## src/common/dac_tweak_map.svh

```systemverilog
// register indices, field positions and reset values of the modulator tweak bank
// assumes byte address = 4 * index on a 32-bit apb bus
`ifndef DAC_TWEAK_MAP_SVH
`define DAC_TWEAK_MAP_SVH

// ----------------------------------------------------------------
// register indices
// ----------------------------------------------------------------
`define PRI_COEF_ZERO_IDX 5'h12
`define PRI_GAIN_UB_IDX 5'h13
`define SEC_COEF_ZERO_IDX 5'h14
`define SEC_GAIN_UB_IDX 5'h15
`define PUMP_HYST_A_IDX 5'h16
`define PUMP_HYST_B_IDX 5'h17
`define OSC_BIAS_TRIM_IDX 5'h18
`define FIRST_IDX 5'h12
`define LAST_IDX 5'h18

// ----------------------------------------------------------------
// field positions
// ----------------------------------------------------------------
`define LEFT_A_ZERO_BIT 7
`define LEFT_B_FIRST_ZERO_BIT 6
`define LEFT_B_SECOND_ZERO_BIT 5
`define LEFT_B_THIRD_ZERO_BIT 4
`define RIGHT_A_ZERO_BIT 3
`define RIGHT_B_FIRST_ZERO_BIT 2
`define RIGHT_B_SECOND_ZERO_BIT 1
`define RIGHT_B_THIRD_ZERO_BIT 0
`define LEFT_LOOP_GAIN_BIT 7
`define LEFT_UPPER_BITS_BIT 5
`define RIGHT_LOOP_GAIN_BIT 3
`define RIGHT_UPPER_BITS_BIT 1
`define HYST_MSB 1
`define HYST_LSB 0
`define OSC_AUX_HI_BIT 2
`define OSC_TRIM_BIT 1
`define OSC_AUX_LO_BIT 0

// ----------------------------------------------------------------
// reset values
// ----------------------------------------------------------------
`define COEF_ZERO_RST 8'h00
`define GAIN_UB_RST 8'h00
`define PUMP_HYST_RST 8'h01
`define OSC_BIAS_RST 8'h04

`endif

```

## src/common/dac_tweak_pkg.sv

```systemverilog
// types shared by the modulator tweak register bank
// assumes the map header supplies all numeric constants except the slot codes defined below
package dac_tweak_pkg;

    typedef logic [7:0] reg_byte_t;

    // ----------------------------------------------------------------
    // slot of each register within the bank
    // ----------------------------------------------------------------
    typedef enum logic [2:0] {
        SLOT_PRI_COEF = 3'h0,
        SLOT_PRI_GAIN = 3'h1,
        SLOT_SEC_COEF = 3'h2,
        SLOT_SEC_GAIN = 3'h3,
        SLOT_HYST_A = 3'h4,
        SLOT_HYST_B = 3'h5,
        SLOT_OSC_TRIM = 3'h6,
        SLOT_NONE = 3'h7
    } tweak_slot_t;

endpackage : dac_tweak_pkg

```

## src/dac_modulator_tweak_regs.sv

```systemverilog
// modulator coefficient, gain, pump hysteresis and oscillator trim registers
// assumes an apb master on i_ref_clk at 125 mhz and an async active-low reset
//
// Notes on behaviour
// - register 0x12 bits 7..4 zero left primary a0,b1,b2,b3 when set; reset 0
// - register 0x12 bits 3..0 zero right primary a0,b1,b2,b3 when set; reset 0
// - register 0x14 bits 7..4 zero left secondary a0,b1,b2,b3 when set; reset 0
// - register 0x14 bits 3..0 zero right secondary a0,b1,b2,b3 when set; reset 0
// - register 0x13 bit 7 selects left primary loop gain; reset 0
// - register 0x13 bit 5 sets left primary upper bit count; reset 0
// - register 0x13 bit 3 selects right primary loop gain; reset 0
// - register 0x13 bit 1 sets right primary upper bit count; even bits reserved
// - register 0x15 bit 7 selects left secondary loop gain; reset 0
// - register 0x15 bit 5 sets left secondary upper bit count; reset 0
// - register 0x15 bit 3 selects right secondary loop gain; reset 0
// - register 0x15 bit 1 sets right secondary upper bit count; even bits reserved
// - registers 0x16 and 0x17 bits 1..0 set pump detector hysteresis; reset 1
// - register 0x18 bit 1 trims oscillator bias, reset 0; bit 2 resets 1
`timescale 1ns/1ps
`default_nettype none
`include "dac_tweak_map.svh"

module dac_modulator_tweak_regs #(
    parameter int ADDR_W = 8
) (
    // clock and reset
    input wire logic i_ref_clk,
    input wire logic i_rst_b,
    // apb slave
    input wire logic i_psel,
    input wire logic i_penable,
    input wire logic i_pwrite,
    input wire logic [ADDR_W-1:0] i_paddr,
    input wire logic [31:0] i_pwdata,
    input wire logic [3:0] i_pstrb,
    output logic [31:0] o_prdata,
    output logic o_pready,
    output logic o_pslverr,
    // primary modulator coefficient forcing
    output logic o_left_pri_coef_a_zero,
    output logic o_left_pri_coef_b_first_zero,
    output logic o_left_pri_coef_b_second_zero,
    output logic o_left_pri_coef_b_third_zero,
    output logic o_right_pri_coef_a_zero,
    output logic o_right_pri_coef_b_first_zero,
    output logic o_right_pri_coef_b_second_zero,
    output logic o_right_pri_coef_b_third_zero,
    // secondary modulator coefficient forcing
    output logic o_left_sec_coef_a_zero,
    output logic o_left_sec_coef_b_first_zero,
    output logic o_left_sec_coef_b_second_zero,
    output logic o_left_sec_coef_b_third_zero,
    output logic o_right_sec_coef_a_zero,
    output logic o_right_sec_coef_b_first_zero,
    output logic o_right_sec_coef_b_second_zero,
    output logic o_right_sec_coef_b_third_zero,
    // loop gain and upper bit count
    output logic o_left_pri_loop_gain,
    output logic o_left_pri_upper_bit_count,
    output logic o_right_pri_loop_gain,
    output logic o_right_pri_upper_bit_count,
    output logic o_left_sec_loop_gain,
    output logic o_left_sec_upper_bit_count,
    output logic o_right_sec_loop_gain,
    output logic o_right_sec_upper_bit_count,
    // charge pump and oscillator trims
    output logic [1:0] o_pump_detector_hysteresis_a,
    output logic [1:0] o_pump_detector_hysteresis_b,
    output logic o_oscillator_bias_current_trim,
    output logic o_oscillator_bias_aux_hi,
    output logic o_oscillator_bias_aux_lo
);

    localparam int NUM_REGS = 7;

    // ----------------------------------------------------------------
    // elaboration checks
    // ----------------------------------------------------------------
    generate
        if (ADDR_W < 7) begin : g_narrow_addr_w
            $error("address width must be at least 7 bits to reach the last register");
        end
        if (ADDR_W > 32) begin : g_wide_addr_w
            $error("address width must not exceed 32 bits");
        end
        if (NUM_REGS != `LAST_IDX - `FIRST_IDX + 1) begin : g_bad_span
            $error("slot count does not match the register span");
        end
    endgenerate

    // ----------------------------------------------------------------
    // reset value of each slot
    // ----------------------------------------------------------------
    function automatic logic [7:0] slot_reset(input int slot);
        logic [7:0] val;
        val = `COEF_ZERO_RST;
        case (slot)
            0: val = `COEF_ZERO_RST;
            1: val = `GAIN_UB_RST;
            2: val = `COEF_ZERO_RST;
            3: val = `GAIN_UB_RST;
            4: val = `PUMP_HYST_RST;
            5: val = `PUMP_HYST_RST;
            6: val = `OSC_BIAS_RST;
            default: val = `COEF_ZERO_RST;
        endcase
        return val;
    endfunction : slot_reset

    // ----------------------------------------------------------------
    // address decode
    // ----------------------------------------------------------------
    logic addr_hit;
    dac_tweak_pkg::tweak_slot_t addr_slot;

    tweak_addr_decode #(
        .ADDR_W(ADDR_W)
    ) u_decode (
        .i_addr(i_paddr),
        .o_hit(addr_hit),
        .o_slot(addr_slot)
    );

    // ----------------------------------------------------------------
    // apb phases
    // ----------------------------------------------------------------
    logic setup_phase;
    logic access_phase;
    logic wr_go;
    logic rd_go;
    logic [7:0] wr_byte;

    assign setup_phase = i_psel & ~i_penable;
    assign access_phase = i_psel & i_penable;
    // only byte lane 0 holds data; a write with lane 0 off changes nothing
    assign wr_go = access_phase & i_pwrite & addr_hit & i_pstrb[0];
    assign rd_go = ~i_pwrite & addr_hit;
    assign wr_byte = i_pwdata[7:0];

    // ----------------------------------------------------------------
    // write strobes, one per slot
    // ----------------------------------------------------------------
    logic [NUM_REGS-1:0] wr_en;

    always_comb begin
        wr_en = '0;
        if (wr_go) begin
            case (addr_slot)
                dac_tweak_pkg::SLOT_PRI_COEF: wr_en[0] = 1'b1;
                dac_tweak_pkg::SLOT_PRI_GAIN: wr_en[1] = 1'b1;
                dac_tweak_pkg::SLOT_SEC_COEF: wr_en[2] = 1'b1;
                dac_tweak_pkg::SLOT_SEC_GAIN: wr_en[3] = 1'b1;
                dac_tweak_pkg::SLOT_HYST_A: wr_en[4] = 1'b1;
                dac_tweak_pkg::SLOT_HYST_B: wr_en[5] = 1'b1;
                dac_tweak_pkg::SLOT_OSC_TRIM: wr_en[6] = 1'b1;
                default: wr_en = '0;
            endcase
        end
    end

    // ----------------------------------------------------------------
    // register storage
    // ----------------------------------------------------------------
    dac_tweak_pkg::reg_byte_t reg_q [NUM_REGS];

    genvar g;
    generate
        for (g = 0; g < NUM_REGS; g++) begin : g_regs
            tweak_byte_reg #(
                .RESET_VAL(slot_reset(g))
            ) u_reg (
                .i_ref_clk(i_ref_clk),
                .i_rst_b(i_rst_b),
                .i_we(wr_en[g]),
                .i_wdata(wr_byte),
                .o_q(reg_q[g])
            );
        end
    endgenerate

    // ----------------------------------------------------------------
    // read select
    // ----------------------------------------------------------------
    logic [7:0] rd_mux;

    always_comb begin
        case (addr_slot)
            dac_tweak_pkg::SLOT_PRI_COEF: rd_mux = reg_q[0];
            dac_tweak_pkg::SLOT_PRI_GAIN: rd_mux = reg_q[1];
            dac_tweak_pkg::SLOT_SEC_COEF: rd_mux = reg_q[2];
            dac_tweak_pkg::SLOT_SEC_GAIN: rd_mux = reg_q[3];
            dac_tweak_pkg::SLOT_HYST_A: rd_mux = reg_q[4];
            dac_tweak_pkg::SLOT_HYST_B: rd_mux = reg_q[5];
            dac_tweak_pkg::SLOT_OSC_TRIM: rd_mux = reg_q[6];
            default: rd_mux = 8'h00;
        endcase
    end

    // ----------------------------------------------------------------
    // read data, captured in the setup cycle
    // ----------------------------------------------------------------
    logic [31:0] rdata_reg;
    logic [31:0] rdata_next;

    always_comb begin
        rdata_next = rdata_reg;
        if (setup_phase) begin
            rdata_next = rd_go ? {24'h000000, rd_mux} : 32'h00000000;
        end
    end

    always_ff @(posedge i_ref_clk or negedge i_rst_b) begin
        if (!i_rst_b) begin
            rdata_reg <= 32'h00000000;
        end else begin
            rdata_reg <= rdata_next;
        end
    end

    // ----------------------------------------------------------------
    // slave error flag, captured in the setup cycle
    // ----------------------------------------------------------------
    logic err_reg;
    logic err_next;

    always_comb begin
        err_next = err_reg;
        if (setup_phase) begin
            err_next = ~addr_hit;
        end
    end

    always_ff @(posedge i_ref_clk or negedge i_rst_b) begin
        if (!i_rst_b) begin
            err_reg <= 1'b0;
        end else begin
            err_reg <= err_next;
        end
    end

    // ----------------------------------------------------------------
    // bus answer
    // ----------------------------------------------------------------
    // zero wait states: the answer stands in the first access cycle
    assign o_pready = access_phase;
    assign o_pslverr = access_phase & err_reg;
    assign o_prdata = rdata_reg;

    // ----------------------------------------------------------------
    // primary coefficient forcing
    // ----------------------------------------------------------------
    assign o_left_pri_coef_a_zero = reg_q[0][`LEFT_A_ZERO_BIT];
    assign o_left_pri_coef_b_first_zero = reg_q[0][`LEFT_B_FIRST_ZERO_BIT];
    assign o_left_pri_coef_b_second_zero = reg_q[0][`LEFT_B_SECOND_ZERO_BIT];
    assign o_left_pri_coef_b_third_zero = reg_q[0][`LEFT_B_THIRD_ZERO_BIT];
    assign o_right_pri_coef_a_zero = reg_q[0][`RIGHT_A_ZERO_BIT];
    assign o_right_pri_coef_b_first_zero = reg_q[0][`RIGHT_B_FIRST_ZERO_BIT];
    assign o_right_pri_coef_b_second_zero = reg_q[0][`RIGHT_B_SECOND_ZERO_BIT];
    assign o_right_pri_coef_b_third_zero = reg_q[0][`RIGHT_B_THIRD_ZERO_BIT];

    // ----------------------------------------------------------------
    // secondary coefficient forcing
    // ----------------------------------------------------------------
    assign o_left_sec_coef_a_zero = reg_q[2][`LEFT_A_ZERO_BIT];
    assign o_left_sec_coef_b_first_zero = reg_q[2][`LEFT_B_FIRST_ZERO_BIT];
    assign o_left_sec_coef_b_second_zero = reg_q[2][`LEFT_B_SECOND_ZERO_BIT];
    assign o_left_sec_coef_b_third_zero = reg_q[2][`LEFT_B_THIRD_ZERO_BIT];
    assign o_right_sec_coef_a_zero = reg_q[2][`RIGHT_A_ZERO_BIT];
    assign o_right_sec_coef_b_first_zero = reg_q[2][`RIGHT_B_FIRST_ZERO_BIT];
    assign o_right_sec_coef_b_second_zero = reg_q[2][`RIGHT_B_SECOND_ZERO_BIT];
    assign o_right_sec_coef_b_third_zero = reg_q[2][`RIGHT_B_THIRD_ZERO_BIT];

    // ----------------------------------------------------------------
    // primary loop gain and upper bit count
    // ----------------------------------------------------------------
    assign o_left_pri_loop_gain = reg_q[1][`LEFT_LOOP_GAIN_BIT];
    assign o_left_pri_upper_bit_count = reg_q[1][`LEFT_UPPER_BITS_BIT];
    assign o_right_pri_loop_gain = reg_q[1][`RIGHT_LOOP_GAIN_BIT];
    assign o_right_pri_upper_bit_count = reg_q[1][`RIGHT_UPPER_BITS_BIT];

    // ----------------------------------------------------------------
    // secondary loop gain and upper bit count
    // ----------------------------------------------------------------
    assign o_left_sec_loop_gain = reg_q[3][`LEFT_LOOP_GAIN_BIT];
    assign o_left_sec_upper_bit_count = reg_q[3][`LEFT_UPPER_BITS_BIT];
    assign o_right_sec_loop_gain = reg_q[3][`RIGHT_LOOP_GAIN_BIT];
    assign o_right_sec_upper_bit_count = reg_q[3][`RIGHT_UPPER_BITS_BIT];

    // ----------------------------------------------------------------
    // charge pump detector hysteresis
    // ----------------------------------------------------------------
    assign o_pump_detector_hysteresis_a = reg_q[4][`HYST_MSB:`HYST_LSB];
    assign o_pump_detector_hysteresis_b = reg_q[5][`HYST_MSB:`HYST_LSB];

    // ----------------------------------------------------------------
    // oscillator bias trim
    // ----------------------------------------------------------------
    assign o_oscillator_bias_current_trim = reg_q[6][`OSC_TRIM_BIT];
    assign o_oscillator_bias_aux_hi = reg_q[6][`OSC_AUX_HI_BIT];
    assign o_oscillator_bias_aux_lo = reg_q[6][`OSC_AUX_LO_BIT];

endmodule : dac_modulator_tweak_regs

`default_nettype wire

```

## src/tweak_byte_reg.sv

```systemverilog
// one byte-wide read/write register with a constant reset value
// assumes a single clock and an asynchronous active-low reset
`timescale 1ns/1ps
`default_nettype none

module tweak_byte_reg #(
    parameter logic [7:0] RESET_VAL = 8'h00
) (
    // clock and reset
    input wire logic i_ref_clk,
    input wire logic i_rst_b,
    // write side
    input wire logic i_we,
    input wire logic [7:0] i_wdata,
    // stored value
    output logic [7:0] o_q
);

    logic [7:0] q_reg;
    logic [7:0] q_next;

    always_comb begin
        q_next = i_we ? i_wdata : q_reg;
    end

    always_ff @(posedge i_ref_clk or negedge i_rst_b) begin
        if (!i_rst_b) begin
            q_reg <= RESET_VAL;
        end else begin
            q_reg <= q_next;
        end
    end

    assign o_q = q_reg;

endmodule : tweak_byte_reg

`default_nettype wire

```

## src/tweak_addr_decode.sv

```systemverilog
// maps an apb byte address onto a slot of the tweak bank
// assumes word-aligned access, byte address = 4 * register index
`timescale 1ns/1ps
`default_nettype none
`include "dac_tweak_map.svh"

module tweak_addr_decode #(
    parameter int ADDR_W = 8
) (
    // address in
    input wire logic [ADDR_W-1:0] i_addr,
    // decode out
    output logic o_hit,
    output dac_tweak_pkg::tweak_slot_t o_slot
);

    logic [ADDR_W-3:0] idx;
    logic [ADDR_W-3:0] offs;

    always_comb begin
        idx = i_addr[ADDR_W-1:2];
        offs = idx - (ADDR_W-2)'(`FIRST_IDX);
        o_hit = (i_addr[1:0] == 2'h0) &&
                (idx >= (ADDR_W-2)'(`FIRST_IDX)) &&
                (idx <= (ADDR_W-2)'(`LAST_IDX));
        o_slot = o_hit ? dac_tweak_pkg::tweak_slot_t'(offs[2:0])
                       : dac_tweak_pkg::SLOT_NONE;
    end

endmodule : tweak_addr_decode

`default_nettype wire

```

## config.mk

```make
export PLATFORM = sky130hd
export DESIGN_NAME = dac_modulator_tweak_regs
export DESIGN_NICKNAME = d
export VERILOG_FILES = /design/src/common/dac_tweak_pkg.sv /design/src/dac_modulator_tweak_regs.sv /design/src/tweak_byte_reg.sv /design/src/tweak_addr_decode.sv
export VERILOG_INCLUDE_DIRS = /design/src /design/src/common
export SDC_FILE = /design/constraint.sdc
export NUM_CORES = 1
export LEC_CHECK = 0
export BUFFER_PORTS_ARGS = -buffer_cell sky130_fd_sc_hd__buf_2
export CAP_MARGIN = 40
export CORE_MARGIN = 3
export CORE_UTILIZATION = 45
export CTS_CLUSTER_SIZE = 20
export DETAILED_ROUTE_END_ITERATION = 8
export MAX_ROUTING_LAYER = met4
export PLACE_DENSITY = 0.72
export SLEW_MARGIN = 20
export SYNTH_ARGS = -nofsm -noshare
export SYNTH_HDL_FRONTEND = slang
export SYNTH_HIERARCHICAL = 1
export SYNTH_SLANG_ARGS = --single-unit
```

## constraint.sdc

```tcl
create_clock -name i_ref_clk -period 1.99 [get_ports i_ref_clk]
set_clock_uncertainty 0.05 [all_clocks]
set_input_delay 0.4975 -clock i_ref_clk [delete_from_list [all_inputs] [get_ports i_ref_clk]]
set_output_delay 0.4975 -clock i_ref_clk [all_outputs]
set_load 0.02 [all_outputs]
```

==> results.cfg <==
[global_route]
grt.overflow.total = 0
grt_first_pass_wirelength_um = 13180
antenna_found_initial = 0
grt_pass1_vias = 2461
grt_max_degree = 66
grt_use_total_pct = 20.00

[die]
die_h_um = 94.80
ios = 114
die_area_um2 = 8987
fp.coreArea_um2 = 7447
start_util_pct = 47.65
rows = 31
die_w_um = 94.80

[layout]
largest_reg_flops = 56
num-nets-final = 413
num-fill-cells = 599
instances_no_fill = 467
area_growth_pct = 26.94
drive_gt1_share_pct = 54.89
n_antenna_cell = 0

[worst_setup_path]
cp.depth = 8
crit_family = simple AND/OR/NAND/NOR gates
cp.required_ns = 2.16
path_buf_inv = 3
critical-path-max-stage-delay_ns = 0.56
cp_common_cell = buf_4
worstSetupEndpointType = flop
startpoint_type = input pin
criticalPathCategory = in -> reg
worst-r2r-cell-count = 4
crit_path_cell_trace = buf_6 > or4b_4 > a211oi_2 > nand4_1 > buf_4 > nor4_4 > buf_4 > mux2_4
slowest_stage = or4b_4
crit_fanout = 5
cp_data_arrival_time_ns = 2.54

[pwr]
power_density_nw_per_um2 = 567.8
comb_power_share_pct = 6.8
switching_share_pct = 24.55
leakage_nw = 2.344
switchingPower_mw = 0.6279
p_int_mw = 1.930
p_clk_share_pct = 41.3
ir_drop_mv = 0.2738
p_seq_share_pct = 51.8

[yosys]
synth_area_leaders = dfrtp_1 (44%), mux2_4 (24%), buf_4 (5.1%)
netlist_instances = 260
yosysSeqAreaShare_pct = 45.94
synth_top_cell_by_area = dfrtp_1
synth_commonest_cells = dfrtp_1 (62), mux2_4 (56), buf_4 (24)
synth_ff_type = dfrtp_1
async_flop_share_pct = 100.0
netlist_area_um2 = 3548
post-synth-top-area-fraction_pct = 43.72
avgSynthCellArea_um2 = 13.65
yosysWarnings = 6
ys_types = 47
synth-seq-cells = 65
synth.most_common_cell = dfrtp_1
synth_edf_count = 0

[sta]
fin_crit_ns = 2.363
rsz0062_at_grt = yes
tns_ns = -21.66
fmax_mhz = 423.3
fin_ws_ns = -0.3726
maxSlewViolCount = 0
final.period_utilization_pct = 118.7
setup_viol_count_final = 64
hold_viol = 0

[clock_network]
clk_latency_ns = 0.34
cts_tree = yes
hold_buffers = 0
cts_sinks = 65
cts-root-buf = clkbuf_8
ctsHtreeMaxLevel = 3
numCtsBuffers = 9
cts.path.max_buffers = 2
path_clk_slew_ns = 0.07

[place]
dp_cells = 442
pre_cts_slack_ns = -0.7987
portBuffers = 62
place.gp.congestion = 0.8774
post-dp-hpwl_um = 5882

[drt]
drt_wl_total_um = 8502
routed_via_density = 5.212
first_pass_iters = 4
wire_per_inst_um = 18.21
drcViolationCount = 0
ant_nets = 0
vias = 2434
drt_iter0_drc = 132

[flow_run]
cap_violations = 0

[outcome]
violations = negative setup slack
status = finished, violations left

[hold_path]
min_path_type = in -> async
## cell families after synthesis
family	count (synthesis)	synth area share, %
AND/OR/NAND/NOR	34	5.995
AO/OA/AOI/OAI	42	10.12
multiplexers	71	28.03
adder cells (fa/ha/maj)	1	0.3526
buffers and inverters	46	9.450
other	1	0.1057
flip-flops	65	45.95
## final timing paths
check	start	to	slack [ns]
min in group i_ref_clk	err_reg	err_reg	0.44
max	i_paddr[7]	g_regs[0].u_reg/o_q[6]	-0.37
min	i_rst_b	g_regs[3].u_reg/o_q[5]	0.10
max reg2reg	g_regs[2].u_reg/o_q[0]	o_prdata[0]	0.65
min reg2reg	err_reg	err_reg	0.44
max in group asynchronous	i_rst_b	g_regs[5].u_reg/o_q[0]	1.45
## layer usage
metal	routed length, µm	global-route usage (%)	vias to the layer above
li1	-	-	1105
met1	4024	28.53	1235
met2	3877	28.71	85
met3	512	3.745	9
met4	88	6.611	0
met5	0	-	-
## worst register-to-register path: stages, from the launching register on
cell and delay (ns):
dfrtp_1 0.40, mux2_4 0.28, a32oi_1 0.17, o211ai_1 0.13
a22o_1 0.21
## metrics by stage
| stage | area [µm²] | util (%) | hold slack, ns | power [mW] |
|---|---|---|---|---|
| 3_5_place_dp | 4095 | 54.99 | 0.4288 | 1.517 |
| 6_report | 4504 | 60.48 | 0.1028 | 2.558 |
| 2_1_floorplan | 3691 | - | 0.1519 | 1.463 |
| 4_1_cts | 4428 | 59.46 | 0.1070 | 2.565 |
| 5_1_grt | 4504 | 60.48 | 0.1285 | 2.638 |
| 3_3_place_gp | 4095 | 54.99 | 0.4169 | 1.514 |
## final cells by class
class | count | area, µm² | share of cell area, %
Clock buffer | 14 | 172.7 | 3.833
Tap cell | 99 | 123.9 | 2.750
Timing Repair Buffer | 111 | 790.8 | 17.56
Clock inverter | 2 | 12.51 | 0.2778
Inverter | 4 | 15.01 | 0.3333
Sequential cell | 65 | 1630 | 36.19
Multi-Input combinational cell | 172 | 1759 | 39.06
## placed cells by master (no fill, tap or decap), types with 3 or more instances in the layout
| cell | count |
|---|---|
| a21oi_1 | 4 |
| buf_6 | 18 |
| a22oi_1 | 4 |
| mux2i_1 | 12 |
| nand2b_1 | 3 |
| buf_4 | 29 |
| o21a_1 | 3 |
| clkbuf_8 | 12 |
| nand3b_1 | 3 |
| dfstp_2 | 3 |
| a22o_1 | 7 |
| conb_1 | 24 |
| o221ai_1 | 5 |
| a211o_1 | 4 |
| o211ai_1 | 3 |
| nand2_1 | 7 |
| mux2_4 | 59 |
| dfrtp_1 | 62 |
| buf_2 | 61 |
| a32oi_1 | 3 |
| inv_1 | 4 |
## power groups by stage
stage	Clock (mW)	Sequential [mW]	Combinational, mW
6_report	1.06	1.33	0.174
5_1_grt	1.12	1.33	0.192
4_1_cts	1.07	1.33	0.172
3_5_place_dp	0	1.35	0.166
3_3_place_gp	0	1.35	0.164
2_1_floorplan	0	1.35	0.112
## repair_timing
action | CTS | global route
setup endpoints to repair | 64 | 64
gates cloned | 0 | 1
buffers inserted | 6 | 2
gates resized for setup | 25 | 9
pin swaps | 5 | 1
(Power assumes the default switching activity.)
